--- config.mk ---
export PLATFORM = sky130hd
export DESIGN_NAME = residual_current_limit_monitor
export DESIGN_NICKNAME = d
export VERILOG_FILES = /design/src/limit_pkg.sv /design/src/residual_current_limit_monitor.sv
export SDC_FILE = /design/constraint.sdc
export NUM_CORES = 2
export LEC_CHECK = 0
export ABC_CLOCK_PERIOD_IN_PS = 67400
export BUFFER_PORTS_ARGS = -buffer_cell sky130_fd_sc_hd__buf_2
export CORE_MARGIN = 1
export CORE_UTILIZATION = 35
export DETAILED_ROUTE_END_ITERATION = 16
export SETUP_SLACK_MARGIN = 0.15
export SYNTH_ARGS = -nofsm -noshare
export SYNTH_HDL_FRONTEND = slang
export SYNTH_SLANG_ARGS = --single-unit
--- constraint.sdc ---
create_clock -name aclk -period 67.4 [get_ports aclk]
set_clock_uncertainty 0.2 [all_clocks]
set_input_delay 6.74 -clock aclk [delete_from_list [all_inputs] [get_ports aclk]]
set_output_delay 6.74 -clock aclk [all_outputs]
set_load 0.01 [all_outputs]
--- src/limit_pkg.sv ---
package limit_pkg;

   // ----------------------------------------
   // Register byte offsets
   // ----------------------------------------
   localparam logic [7:0] OFS_CTRL = 8'h00;
   localparam logic [7:0] OFS_OFFSET = 8'h04;
   localparam logic [7:0] OFS_SCALE = 8'h08;
   localparam logic [7:0] OFS_WARN_PCT = 8'h0C;
   localparam logic [7:0] OFS_MIN_TIME = 8'h10;
   localparam logic [7:0] OFS_FLAGS = 8'h14;
   localparam logic [7:0] OFS_LIMIT = 8'h18;
   localparam logic [7:0] OFS_WARN_LIMIT = 8'h1C;
   localparam logic [7:0] OFS_IRQ_STAT = 8'h20;
   localparam logic [7:0] OFS_IRQ_MASK = 8'h24;
   localparam logic [7:0] OFS_TEMP_CFG = 8'h28;
   localparam logic [7:0] OFS_TEMP = 8'h2C;
   localparam logic [7:0] OFS_STEP0 = 8'h40;

   // ----------------------------------------
   // Field positions and scale factors
   // ----------------------------------------
   localparam int CTRL_MODE_LSB = 0;
   localparam int CTRL_NSTEPS_LSB = 4;
   localparam int CTRL_ACK_BIT = 8;
   localparam int STEP_OFS_LSB = 16;
   localparam int TEMP_GAIN_LSB = 16;
   localparam int SCALE_FRAC = 8;
   localparam int GAIN_FRAC = 8;
   localparam int PCT_FULL = 100;

   // ----------------------------------------
   // Reset values
   // ----------------------------------------
   localparam logic [31:0] CTRL_RST = 32'h0000_0000;
   localparam logic [31:0] OFFSET_RST = 32'h0000_012C;
   localparam logic [31:0] SCALE_RST = 32'h0000_0000;
   localparam logic [31:0] WARN_PCT_RST = 32'h0000_0050;
   localparam logic [31:0] TEMP_CFG_RST = 32'h0100_0000;

   // ----------------------------------------
   // Timing
   // ----------------------------------------
   localparam int CLK_PERIOD_NS = 10;
   localparam int MIN_TIME_NS = 1000000;
   localparam logic [31:0] MIN_TIME_CYC = 32'((MIN_TIME_NS + CLK_PERIOD_NS - 1) / CLK_PERIOD_NS);

   // ----------------------------------------
   // Types
   // ----------------------------------------
   typedef enum logic [1:0] {LIM_STATIC, LIM_DYNAMIC, LIM_STEP} limit_mode_e;

   typedef struct packed {
      logic temp;
      logic alarm;
      logic over;
      logic warn;
   } event_s;

endpackage : limit_pkg

--- src/residual_current_limit_monitor.sv ---
`timescale 1ns/1ps
`default_nettype none

// Contract
// - Warning flag rises when sample exceeds the applicable warning limit.
// - Overcurrent flag rises when sample exceeds the applicable limit.
// - Alarm sets only after overcurrent persists longer than the minimum time.
// - Overcurrent flag clears by itself once sample falls back.
// - Warning flag clears by itself once sample falls back.
// - Alarm stays latched until software acknowledges it.
// - Step offsets may be non-monotonic across reference steps.
// - Temperature derives from the average of accumulated resistance samples.
// - Warning limit is limit times warning percentage.
// - Dynamic limit is reference times scale plus static offset.
// - Stepwise limit is offset plus highest exceeded step offset, of up to 10.
module residual_current_limit_monitor #(
   parameter int DATA_W = 16,
   parameter int STEPS = 10,
   parameter int AVG_LOG2 = 3,
   parameter logic [31:0] MIN_TIME_CYC = limit_pkg::MIN_TIME_CYC
) (
   input wire logic aclk, // Clock
   input wire logic aresetn, // Sync reset, low
   input wire logic [7:0] s_axi_awaddr, // Write address
   input wire logic s_axi_awvalid, // Write address valid
   output logic s_axi_awready, // Write address ready
   input wire logic [31:0] s_axi_wdata, // Write data
   input wire logic [3:0] s_axi_wstrb, // Byte strobes
   input wire logic s_axi_wvalid, // Write data valid
   output logic s_axi_wready, // Write data ready
   output logic [1:0] s_axi_bresp, // Write response
   output logic s_axi_bvalid, // Response valid
   input wire logic s_axi_bready, // Response ready
   input wire logic [7:0] s_axi_araddr, // Read address
   input wire logic s_axi_arvalid, // Read address valid
   output logic s_axi_arready, // Read address ready
   output logic [31:0] s_axi_rdata, // Read data
   output logic [1:0] s_axi_rresp, // Read response
   output logic s_axi_rvalid, // Read valid
   input wire logic s_axi_rready, // Read ready
   input wire logic sample_valid, // New current sample
   input wire logic [DATA_W-1:0] sample_current, // Residual current
   input wire logic [DATA_W-1:0] reference_value, // Reference measurement
   input wire logic res_valid, // New resistance sample
   input wire logic [DATA_W-1:0] res_value, // Resistance sample
   output logic warning, // Warning flag
   output logic overcurrent, // Overcurrent flag
   output logic alarm, // Latched alarm
   output logic irq, // Interrupt level
   output logic [DATA_W-1:0] temperature, // Derived temperature
   output logic temp_ready // Temperature updated
);

   // ----------------------------------------
   // Declarations
   // ----------------------------------------
   logic [31:0] ctrl_reg, offset_reg, scale_reg, pct_reg, min_time_reg, temp_cfg_reg;
   logic [31:0] step_reg [STEPS];
   logic [3:0] stat_reg, mask_reg;
   logic aw_got_reg, w_got_reg, ack_reg;
   logic [7:0] awaddr_reg;
   logic [31:0] wdata_reg;
   logic [3:0] wstrb_reg;
   logic wr_exec, wr_ok;
   logic [31:0] rdata_next;
   logic [31:0] lim_next, step_off, lim_reg, warn_lim_reg;
   logic [DATA_W-1:0] cur_s1_reg;
   logic s1_valid_reg;
   logic [31:0] cnt_reg;
   limit_pkg::event_s ev, prev_reg;
   logic [DATA_W+AVG_LOG2-1:0] acc_reg, acc_sum;
   logic [AVG_LOG2-1:0] avg_cnt_reg;
   logic [DATA_W-1:0] avg;
   logic signed [DATA_W:0] delta;
   logic signed [DATA_W+16:0] prod;
   limit_pkg::limit_mode_e mode;

   // ----------------------------------------
   // Helpers
   // ----------------------------------------
   // Byte-lane merge of a write
   function automatic logic [31:0] merge(input logic [31:0] old, input logic [31:0] d,
                                         input logic [3:0] s);
      logic [31:0] r;
      r = old;
      for (int b = 0; b < 4; b++)
         if (s[b]) r[8*b +: 8] = d[8*b +: 8];
      return r;
   endfunction : merge

   // Mapped address check
   function automatic logic addr_ok(input logic [7:0] a);
      return (a <= limit_pkg::OFS_TEMP) ||
             (a >= limit_pkg::OFS_STEP0 && a < limit_pkg::OFS_STEP0 + 8'(4 * STEPS));
   endfunction : addr_ok

   // ----------------------------------------
   // AXI4-Lite write channel
   // ----------------------------------------
   assign wr_exec = aw_got_reg && w_got_reg;
   assign wr_ok = addr_ok(awaddr_reg);

   // Address and data capture, either order
   always_ff @(posedge aclk)
   begin
      if (!aresetn)
      begin
         aw_got_reg <= 1'b0;
         w_got_reg <= 1'b0;
         s_axi_awready <= 1'b1;
         s_axi_wready <= 1'b1;
         awaddr_reg <= 8'h00;
         wdata_reg <= 32'h0000_0000;
         wstrb_reg <= 4'h0;
      end
      else
      begin
         if (s_axi_awvalid && s_axi_awready)
         begin
            aw_got_reg <= 1'b1;
            s_axi_awready <= 1'b0;
            awaddr_reg <= {s_axi_awaddr[7:2], 2'b00};
         end
         if (s_axi_wvalid && s_axi_wready)
         begin
            w_got_reg <= 1'b1;
            s_axi_wready <= 1'b0;
            wdata_reg <= s_axi_wdata;
            wstrb_reg <= s_axi_wstrb;
         end
         if (wr_exec)
         begin
            aw_got_reg <= 1'b0;
            w_got_reg <= 1'b0;
         end
         if (s_axi_bvalid && s_axi_bready)
         begin
            s_axi_awready <= 1'b1;
            s_axi_wready <= 1'b1;
         end
      end
   end

   // Write response, SLVERR when unmapped
   always_ff @(posedge aclk)
   begin
      if (!aresetn)
      begin
         s_axi_bvalid <= 1'b0;
         s_axi_bresp <= 2'b00;
      end
      else if (wr_exec)
      begin
         s_axi_bvalid <= 1'b1;
         s_axi_bresp <= wr_ok ? 2'b00 : 2'b10;
      end
      else if (s_axi_bready)
         s_axi_bvalid <= 1'b0;
   end

   // Configuration registers
   always_ff @(posedge aclk)
   begin
      if (!aresetn)
      begin
         ctrl_reg <= limit_pkg::CTRL_RST;
         offset_reg <= limit_pkg::OFFSET_RST;
         scale_reg <= limit_pkg::SCALE_RST;
         pct_reg <= limit_pkg::WARN_PCT_RST;
         min_time_reg <= MIN_TIME_CYC;
         mask_reg <= 4'h0;
         temp_cfg_reg <= limit_pkg::TEMP_CFG_RST;
         for (int i = 0; i < STEPS; i++) step_reg[i] <= 32'h0000_0000;
      end
      else if (wr_exec)
      begin
         case (awaddr_reg)
            limit_pkg::OFS_CTRL: ctrl_reg <= merge(ctrl_reg, wdata_reg, wstrb_reg) & 32'h0000_00F3;
            limit_pkg::OFS_OFFSET: offset_reg <= merge(offset_reg, wdata_reg, wstrb_reg);
            limit_pkg::OFS_SCALE: scale_reg <= merge(scale_reg, wdata_reg, wstrb_reg);
            limit_pkg::OFS_WARN_PCT: pct_reg <= merge(pct_reg, wdata_reg, wstrb_reg) & 32'h0000_00FF;
            limit_pkg::OFS_MIN_TIME: min_time_reg <= merge(min_time_reg, wdata_reg, wstrb_reg);
            limit_pkg::OFS_IRQ_MASK: mask_reg <= wstrb_reg[0] ? wdata_reg[3:0] : mask_reg;
            limit_pkg::OFS_TEMP_CFG: temp_cfg_reg <= merge(temp_cfg_reg, wdata_reg, wstrb_reg);
            default:
               for (int i = 0; i < STEPS; i++)
                  if (awaddr_reg == limit_pkg::OFS_STEP0 + 8'(4 * i))
                     step_reg[i] <= merge(step_reg[i], wdata_reg, wstrb_reg);
         endcase
      end
   end

   // Acknowledge pulse, self-clearing
   always_ff @(posedge aclk)
   begin
      if (!aresetn)
         ack_reg <= 1'b0;
      else
         ack_reg <= wr_exec && awaddr_reg == limit_pkg::OFS_CTRL && wstrb_reg[1] &&
                    wdata_reg[limit_pkg::CTRL_ACK_BIT];
   end

   // ----------------------------------------
   // AXI4-Lite read channel
   // ----------------------------------------
   // Read data selection
   always_comb
   begin
      rdata_next = 32'h0000_0000;
      case ({s_axi_araddr[7:2], 2'b00})
         limit_pkg::OFS_CTRL: rdata_next = ctrl_reg;
         limit_pkg::OFS_OFFSET: rdata_next = offset_reg;
         limit_pkg::OFS_SCALE: rdata_next = scale_reg;
         limit_pkg::OFS_WARN_PCT: rdata_next = pct_reg;
         limit_pkg::OFS_MIN_TIME: rdata_next = min_time_reg;
         limit_pkg::OFS_FLAGS: rdata_next = {29'h0, alarm, overcurrent, warning};
         limit_pkg::OFS_LIMIT: rdata_next = lim_reg;
         limit_pkg::OFS_WARN_LIMIT: rdata_next = warn_lim_reg;
         limit_pkg::OFS_IRQ_STAT: rdata_next = {28'h0, stat_reg};
         limit_pkg::OFS_IRQ_MASK: rdata_next = {28'h0, mask_reg};
         limit_pkg::OFS_TEMP_CFG: rdata_next = temp_cfg_reg;
         limit_pkg::OFS_TEMP: rdata_next = 32'(temperature);
         default:
            for (int i = 0; i < STEPS; i++)
               if ({s_axi_araddr[7:2], 2'b00} == limit_pkg::OFS_STEP0 + 8'(4 * i))
                  rdata_next = step_reg[i];
      endcase
   end

   // Read handshake, one cycle latency
   always_ff @(posedge aclk)
   begin
      if (!aresetn)
      begin
         s_axi_arready <= 1'b1;
         s_axi_rvalid <= 1'b0;
         s_axi_rdata <= 32'h0000_0000;
         s_axi_rresp <= 2'b00;
      end
      else if (s_axi_arvalid && s_axi_arready)
      begin
         s_axi_arready <= 1'b0;
         s_axi_rvalid <= 1'b1;
         s_axi_rdata <= rdata_next;
         s_axi_rresp <= addr_ok({s_axi_araddr[7:2], 2'b00}) ? 2'b00 : 2'b10;
      end
      else if (s_axi_rvalid && s_axi_rready)
      begin
         s_axi_rvalid <= 1'b0;
         s_axi_arready <= 1'b1;
      end
   end

   // ----------------------------------------
   // Limit calculation
   // ----------------------------------------
   assign mode = limit_pkg::limit_mode_e'(ctrl_reg[limit_pkg::CTRL_MODE_LSB +: 2]);

   // Mode-dependent limit from the reference
   always_comb
   begin
      step_off = 32'h0000_0000;
      for (int i = 0; i < STEPS; i++)
         if (4'(i) < ctrl_reg[limit_pkg::CTRL_NSTEPS_LSB +: 4] &&
             reference_value > step_reg[i][DATA_W-1:0])
            step_off = 32'(step_reg[i][limit_pkg::STEP_OFS_LSB +: 16]);
      case (mode)
         limit_pkg::LIM_DYNAMIC:
            lim_next = 32'((48'(reference_value) * 48'(scale_reg)) >> limit_pkg::SCALE_FRAC)
                       + offset_reg;
         limit_pkg::LIM_STEP: lim_next = offset_reg + step_off;
         default: lim_next = offset_reg;
      endcase
   end

   // Stage one: latch sample with its limit
   always_ff @(posedge aclk)
   begin
      if (!aresetn)
      begin
         s1_valid_reg <= 1'b0;
         cur_s1_reg <= '0;
         lim_reg <= 32'h0000_0000;
         warn_lim_reg <= 32'h0000_0000;
      end
      else
      begin
         s1_valid_reg <= sample_valid;
         if (sample_valid)
         begin
            cur_s1_reg <= sample_current;
            lim_reg <= lim_next;
            warn_lim_reg <= 32'((40'(lim_next) * 40'(pct_reg[7:0])) / limit_pkg::PCT_FULL);
         end
      end
   end

   // ----------------------------------------
   // Flags
   // ----------------------------------------
   // Stage two: compare, flags follow the sample
   always_ff @(posedge aclk)
   begin
      if (!aresetn)
      begin
         warning <= 1'b0;
         overcurrent <= 1'b0;
      end
      else if (s1_valid_reg)
      begin
         warning <= 32'(cur_s1_reg) > warn_lim_reg;
         overcurrent <= 32'(cur_s1_reg) > lim_reg;
      end
   end

   // Exceedance duration, saturating
   always_ff @(posedge aclk)
   begin
      if (!aresetn || !overcurrent)
         cnt_reg <= 32'h0000_0000;
      else if (cnt_reg != 32'hFFFF_FFFF)
         cnt_reg <= cnt_reg + 32'h0000_0001;
   end

   // Latched alarm, set wins over acknowledge
   always_ff @(posedge aclk)
   begin
      if (!aresetn)
         alarm <= 1'b0;
      else if (overcurrent && cnt_reg >= min_time_reg)
         alarm <= 1'b1;
      else if (ack_reg)
         alarm <= 1'b0;
   end

   // ----------------------------------------
   // Temperature averaging
   // ----------------------------------------
   assign acc_sum = acc_reg + (DATA_W + AVG_LOG2)'(res_value);
   assign avg = acc_sum[DATA_W+AVG_LOG2-1:AVG_LOG2];
   assign delta = $signed({1'b0, avg}) - $signed({1'b0, temp_cfg_reg[DATA_W-1:0]});
   assign prod = delta * $signed(temp_cfg_reg[limit_pkg::TEMP_GAIN_LSB +: 16]);

   // Accumulate, average, convert
   always_ff @(posedge aclk)
   begin
      if (!aresetn)
      begin
         acc_reg <= '0;
         avg_cnt_reg <= '0;
         temperature <= '0;
         temp_ready <= 1'b0;
      end
      else
      begin
         temp_ready <= 1'b0;
         if (res_valid)
         begin
            avg_cnt_reg <= avg_cnt_reg + 1'b1;
            acc_reg <= acc_sum;
            if (&avg_cnt_reg)
            begin
               acc_reg <= '0;
               temperature <= prod[DATA_W+limit_pkg::GAIN_FRAC-1:limit_pkg::GAIN_FRAC];
               temp_ready <= 1'b1;
            end
         end
      end
   end

   // ----------------------------------------
   // Interrupts
   // ----------------------------------------
   assign ev = '{temp: temp_ready, alarm: alarm & ~prev_reg.alarm,
                 over: overcurrent & ~prev_reg.over, warn: warning & ~prev_reg.warn};

   // Sticky status, write one clears, event wins
   always_ff @(posedge aclk)
   begin
      if (!aresetn)
      begin
         prev_reg <= '0;
         stat_reg <= 4'h0;
         irq <= 1'b0;
      end
      else
      begin
         prev_reg <= '{temp: 1'b0, alarm: alarm, over: overcurrent, warn: warning};
         stat_reg <= (stat_reg & ~((wr_exec && awaddr_reg == limit_pkg::OFS_IRQ_STAT &&
                      wstrb_reg[0]) ? wdata_reg[3:0] : 4'h0)) | ev;
         irq <= |(stat_reg & mask_reg);
      end
   end
endmodule : residual_current_limit_monitor

`default_nettype wire

* Word level (Yosys, flattened, before mapping) *
Memories as Yosys holds them, arrays and structs flattened.
Index checks and enable logic that the tools add are counted.

storage, ports and cells
  register bits after elaboration = 395
  bits in writable memories = 320
  input port bits = 109
  word-level logic and storage cells = 508
  memories kept = 1

cells by class
  add/subtract/negate cells = 6
  multiply operators = 3
  divide/modulo/power cells = 1
  order comparisons = 29
  equal/unequal tests = 41
  muxes and demuxes = 296
  bitwise logic cells = 21
  reductions and logical operators = 60

memory list
  memory    depth  width  rd ports  clocked after memory_dff  wr ports  RTL line                              text
  step_reg  10     32     10        0                         10        residual_current_limit_monitor.sv:58  logic [31:0] step_reg [STEPS];

operators by type and width
  kind                   number
  $mux 8                 200
  $mux 32                29
  $pmux 32 s12           1
  $gt 16x16->1           10
  $eq 6x5->1 const B     20
  $add 32x32->32         2
  $gt 16x32->1           2
  $pmux 32 s2            1
  $mux 1                 60
  $reduce_and 3->1       20
  $eq 6x4->1 const B     7
  $div 40x7->40 const B  1
  $mul 16x32->40         1
  $mul 32x8->40          1
  $add 32x1->32 const B  1
  $ge 32x32->1           1
  $ne 32x32->1 const B   1
  $eq 6x3->1 const B     5
  $eq 6x2->1 const B     4
  $logic_and 1x1->1      24
  $mul 17x16->24         1
  $add 19x16->19         1
  $mux 19                1
  $sub 16x16->17         1
  other kinds (30)       62

* Logic depth before layout (Yosys ltp) *
An unclocked memory read counts as a cell.

  word-level depth = 17
  mapped depth = 174
  mapped depth without buffers = 157

* Worst setup path after synthesis *
OpenSTA, ideal clock, no wires.

  path type = input -> register
  from = input reference_value[3]
  to = register warn_lim_reg[0]
  library setup time = 133 ps
  data arrival time = 40,520 ps
  data required time = 67,067 ps
  path slack = 26,547 ps
  cell stages on the path = 161
  path through = clkbuf_1 and2_1 fa_1 inv_1 fa_1 inv_1 ha_1 inv_1 fa_1 fa_1 fa_1 inv_1 ha_1 nor2b_1 o21a_1 o21a_1 o21a_1 o21a_1 [125 not listed] a31oi_1 o211ai_1 a41oi_1 o22ai_2 a221oi_2 nor2_1 xnor2_1 or3_4 a31o_1 a21boi_2 xnor2_2 a21oi_1 o21ai_0 a31o_1 nor3_1 a211o_1 mux2i_1 a21oi_1

on the way
  cells in the longest elaborated chain, start to end = 16
  elaborated cells on any way between the ends = 36
  classes of those cells = add/sub: 2; mul: 2; div: 1; order compare: 10; mux: 11; reduce/logical: 10

RTL lines
  element                                                  RTL line                               text
  start: declaration                                       residual_current_limit_monitor.sv:43   input wire logic [DATA_W-1:0] reference_value,
  branches (longest 13 deep; another with $mul 16x32->40)  --
  $pmux 32 s2 (*)                                          residual_current_limit_monitor.sv:267  case (mode)
  $mul 32x8->40 (*)                                        residual_current_limit_monitor.sv:293  warn_lim_reg <= 32'((40'(lim_next) * 40'(pct_reg[7:0])) / limit_pkg::PCT_FULL);
  $div 40x7->40 (*)                                        residual_current_limit_monitor.sv:293
  end signal: assignment                                   residual_current_limit_monitor.sv:293
  end: declaration                                         residual_current_limit_monitor.sv:66   logic [31:0] lim_next, step_off, lim_reg, warn_lim_reg;

Mark *: on every way between the ends.
A chain may end at the register's enable or synchronous reset.

* Worst setup path in the final report *
  from = input reference_value[5]
  to = register warn_lim_reg[0]

Same word-level chain as after synthesis.

==> impl_metrics.toml <==
[clock_tree]
cts_hold_buf = 0
clkSlewWorstSetupHoldPaths_ns = 0.06
insertion_delay_ns = 0.72
tritoncts = "done"
clockBufferDepth = 3
numCtsBuffers = 81
htree_levels = 3
postCtsSetupBuffers = 0
root_buffer = "clkbuf_16"
ctsResizeCount = 0
cts_sinks = 713

[die]
start_util_pct = 35.3
die_h_microns = 471
core_sq_um = 218000
die_area_sq_um = 222000
io-pin-count = 171
rows = 171
die_x_microns = 471

[grt]
first_global_vias = 65400
grt.total_usage_pct = 25.1
globalRouteOverflowTotal = 0
grt_max_degree = 142
grt_pass1_wl_microns = 421000
antenna_found_initial = 20

[power]
p_switching_uw = 566
p_seq_share_pct = 33.2
ir_drop_mv = 0.0427
p_total_uw = 1480
pwr-share-comb_pct = 35.6
power_frac_clock_pct = 31.3
power_density_nw_per_um2 = 17.8
p_sw_share_pct = 38.2
p_int_uw = 916
p_leak_uw = 0.0368

[setup_path]
cp_common_cell = "inv_1"
cp.required_ns = 67.74
crit_type = "input pin to register"
slowest_stage = "o31ai_2"
crit_arrival_ns = 49.54
crit_fanout = 33
max_stage_delay_ns = 0.98
crit_path_start_kind = "input pin"
endpoint_kind = "register"

[yosys]
synthFlopType = "dfxtp_1"
yosysWarnings = 0
async_flop_share_pct = 0
synthCells = 8775
netlist_area_sq_um = 77000
synth_area_per_cell_sq_um = 8.77
synth_edf_count = 320
ys_ff_latch = 713
synth.distinct_cells = 144
ys_seq_area_share_pct = 22.7

[finish]
drive_gt1_share_pct = 7.68
nNetsFinal = 10100
fill_cells = 21800
final_cell_mix = "inv_1, nand2_1, fa_1"
layout.cells.most_common = "inv_1"
final_util_pct = 38.3
area_growth_pct = 8.41
largest_reg_flops = 320

[detailed_routing]
ant_nets = 0
wl_microns = 281000
vias = 65800
drt_first_pass_iters = 8
viasPerCell = 5.67
drt_iter0_markers = 6679
drc = 0
wl_per_cell_microns = 24.2

[timing]
worstMarginPinSlew_ns = 1.31
slew_headroom_pct = 12.1
finalSetupViolCount = 0
min_period_ns = 49.21
fin_tns_setup_ns = 0
finalMaxSlewViolations = 0
rsz0062_at_grt = "false"
post-route-period-util_pct = 73.0
fin_ws_ns = 18.19
max_freq_mhz = 20.3
final_hold_viol_count = 0

[place]
dp_slack_ns = 18.20
io_buffers = 164
hpwlAfterDp_microns = 217000
gp_congestion = 0.973

[worst_hold_path]
min_path_type = "register to register"

[flow_run]
maxCapViolations = 0

[outcome]
status = "complete, no violations"
worst max-delay path: cells and delay by family:
family,cells,cell delay (ns)
AO/OA/AOI/OAI,77,22.64
XOR/XNOR,8,1.92
adder cells (fa/ha/maj),14,5.88
buffers and inverters,26,2.88
multiplexers,5,2.49
AND/OR/NAND/NOR,26,6.78
synthesized netlist by cell type, types with 16 or more instances:
| master | count | share of area [%] |
|---|---|---|
| a211oi_1 | 82 | 0.80 |
| a21o_1 | 79 | 0.77 |
| a21oi_1 | 478 | 3.1 |
| a221oi_1 | 60 | 0.68 |
| a222oi_1 | 27 | 0.35 |
| a22o_1 | 37 | 0.42 |
| a22oi_1 | 113 | 1.1 |
| a31oi_1 | 48 | 0.39 |
| and2_1 | 722 | 5.9 |
| and3_1 | 61 | 0.50 |
| and4_1 | 16 | 0.18 |
| buf_2 | 31 | 0.20 |
| clkbuf_1 | 433 | 2.1 |
| dfxtp_1 | 393 | 10 |
| edfxtp_1 | 320 | 12 |
| fa_1 | 762 | 20 |
| ha_1 | 504 | 8.2 |
| inv_1 | 1109 | 5.4 |
| mux2_2 | 17 | 0.25 |
| mux2i_1 | 227 | 3.0 |
| mux4_2 | 32 | 0.94 |
| nand2_1 | 991 | 4.8 |
| nand2b_1 | 78 | 0.63 |
| nand3_1 | 106 | 0.69 |
| nand4_1 | 78 | 0.63 |
| nor2_1 | 582 | 2.8 |
| nor2b_1 | 115 | 0.93 |
| nor3_1 | 97 | 0.63 |
| nor4_1 | 25 | 0.20 |
| o2111ai_1 | 16 | 0.18 |
| o211ai_1 | 43 | 0.42 |
| o21a_1 | 58 | 0.57 |
| o21ai_0 | 208 | 1.4 |
| o21ai_1 | 68 | 0.44 |
| o21bai_1 | 43 | 0.42 |
| o22ai_1 | 24 | 0.20 |
| or3_1 | 29 | 0.24 |
| xnor2_1 | 153 | 1.7 |
| xor2_1 | 102 | 1.2 |
area by class of cell:
class                           instances  area (sq um)  area share, %
Antenna cell                            6          15.0         0.0180
Clock buffer                          103          2250           2.70
Clock inverter                         49           467          0.559
Inverter                             1113          4190           5.02
Multi-Input combinational cell       6458         53500           64.1
Sequential cell                       713         17500           20.9
Tap cell                             2854          3570           4.28
Timing Repair Buffer                  318          1980           2.38
routing by layer:
layer  share of wire, %  GRT usage [%]  vias up
met5              0.050              0        -
met4                6.5           14.5       22
met3                8.8           4.20      568
met2                 44           38.9     2969
met1                 41           32.9    33000
li1                   -              -    29300
kinds of logic (layout without fill, tap and decap cells):
group,Yosys count,after routing,share of synthesized area (%)
other cells,1,8,0.00487
simple gates,2978,2978,19.0
buf+inv,1605,1583,7.97
compound gates,1663,1663,14.9
flops,713,713,22.7
xor+xnor,260,260,3.01
mux,283,283,4.27
fa+ha+maj,1272,1272,28.1
stage by stage:
step	instance area (sq um)	hold slack (ns)	instances
6_report	83500	0.248	11600
5_1_grt	83400	0.265	11600
4_1_cts	83400	0.246	11600
3_5_place_dp	80700	0.198	11500
3_3_place_gp	80700	0.193	11500
2_1_floorplan	77000	0.188	8776
path summary, 6_finish.rpt:
check                          to                from  cells past startpoint  slack (ns)
hold reg to reg             alarm             ack_reg                      1        0.25
hold / removal              alarm             ack_reg                      1        0.25
setup reg to reg  warn_lim_reg[0]        scale_reg[2]                    154       24.18
setup / recovery  warn_lim_reg[0]  reference_value[5]                    156       18.19
power by group through the flow:
stage	Clock [uW]	Combinational, uW	Sequential (uW)
CTS	467	523	490
finish	464	527	492
global placement	0	510	499
floorplan	0	387	483
global route	482	585	491
detailed placement	0	520	500
Power figures use the tool's default switching activity.
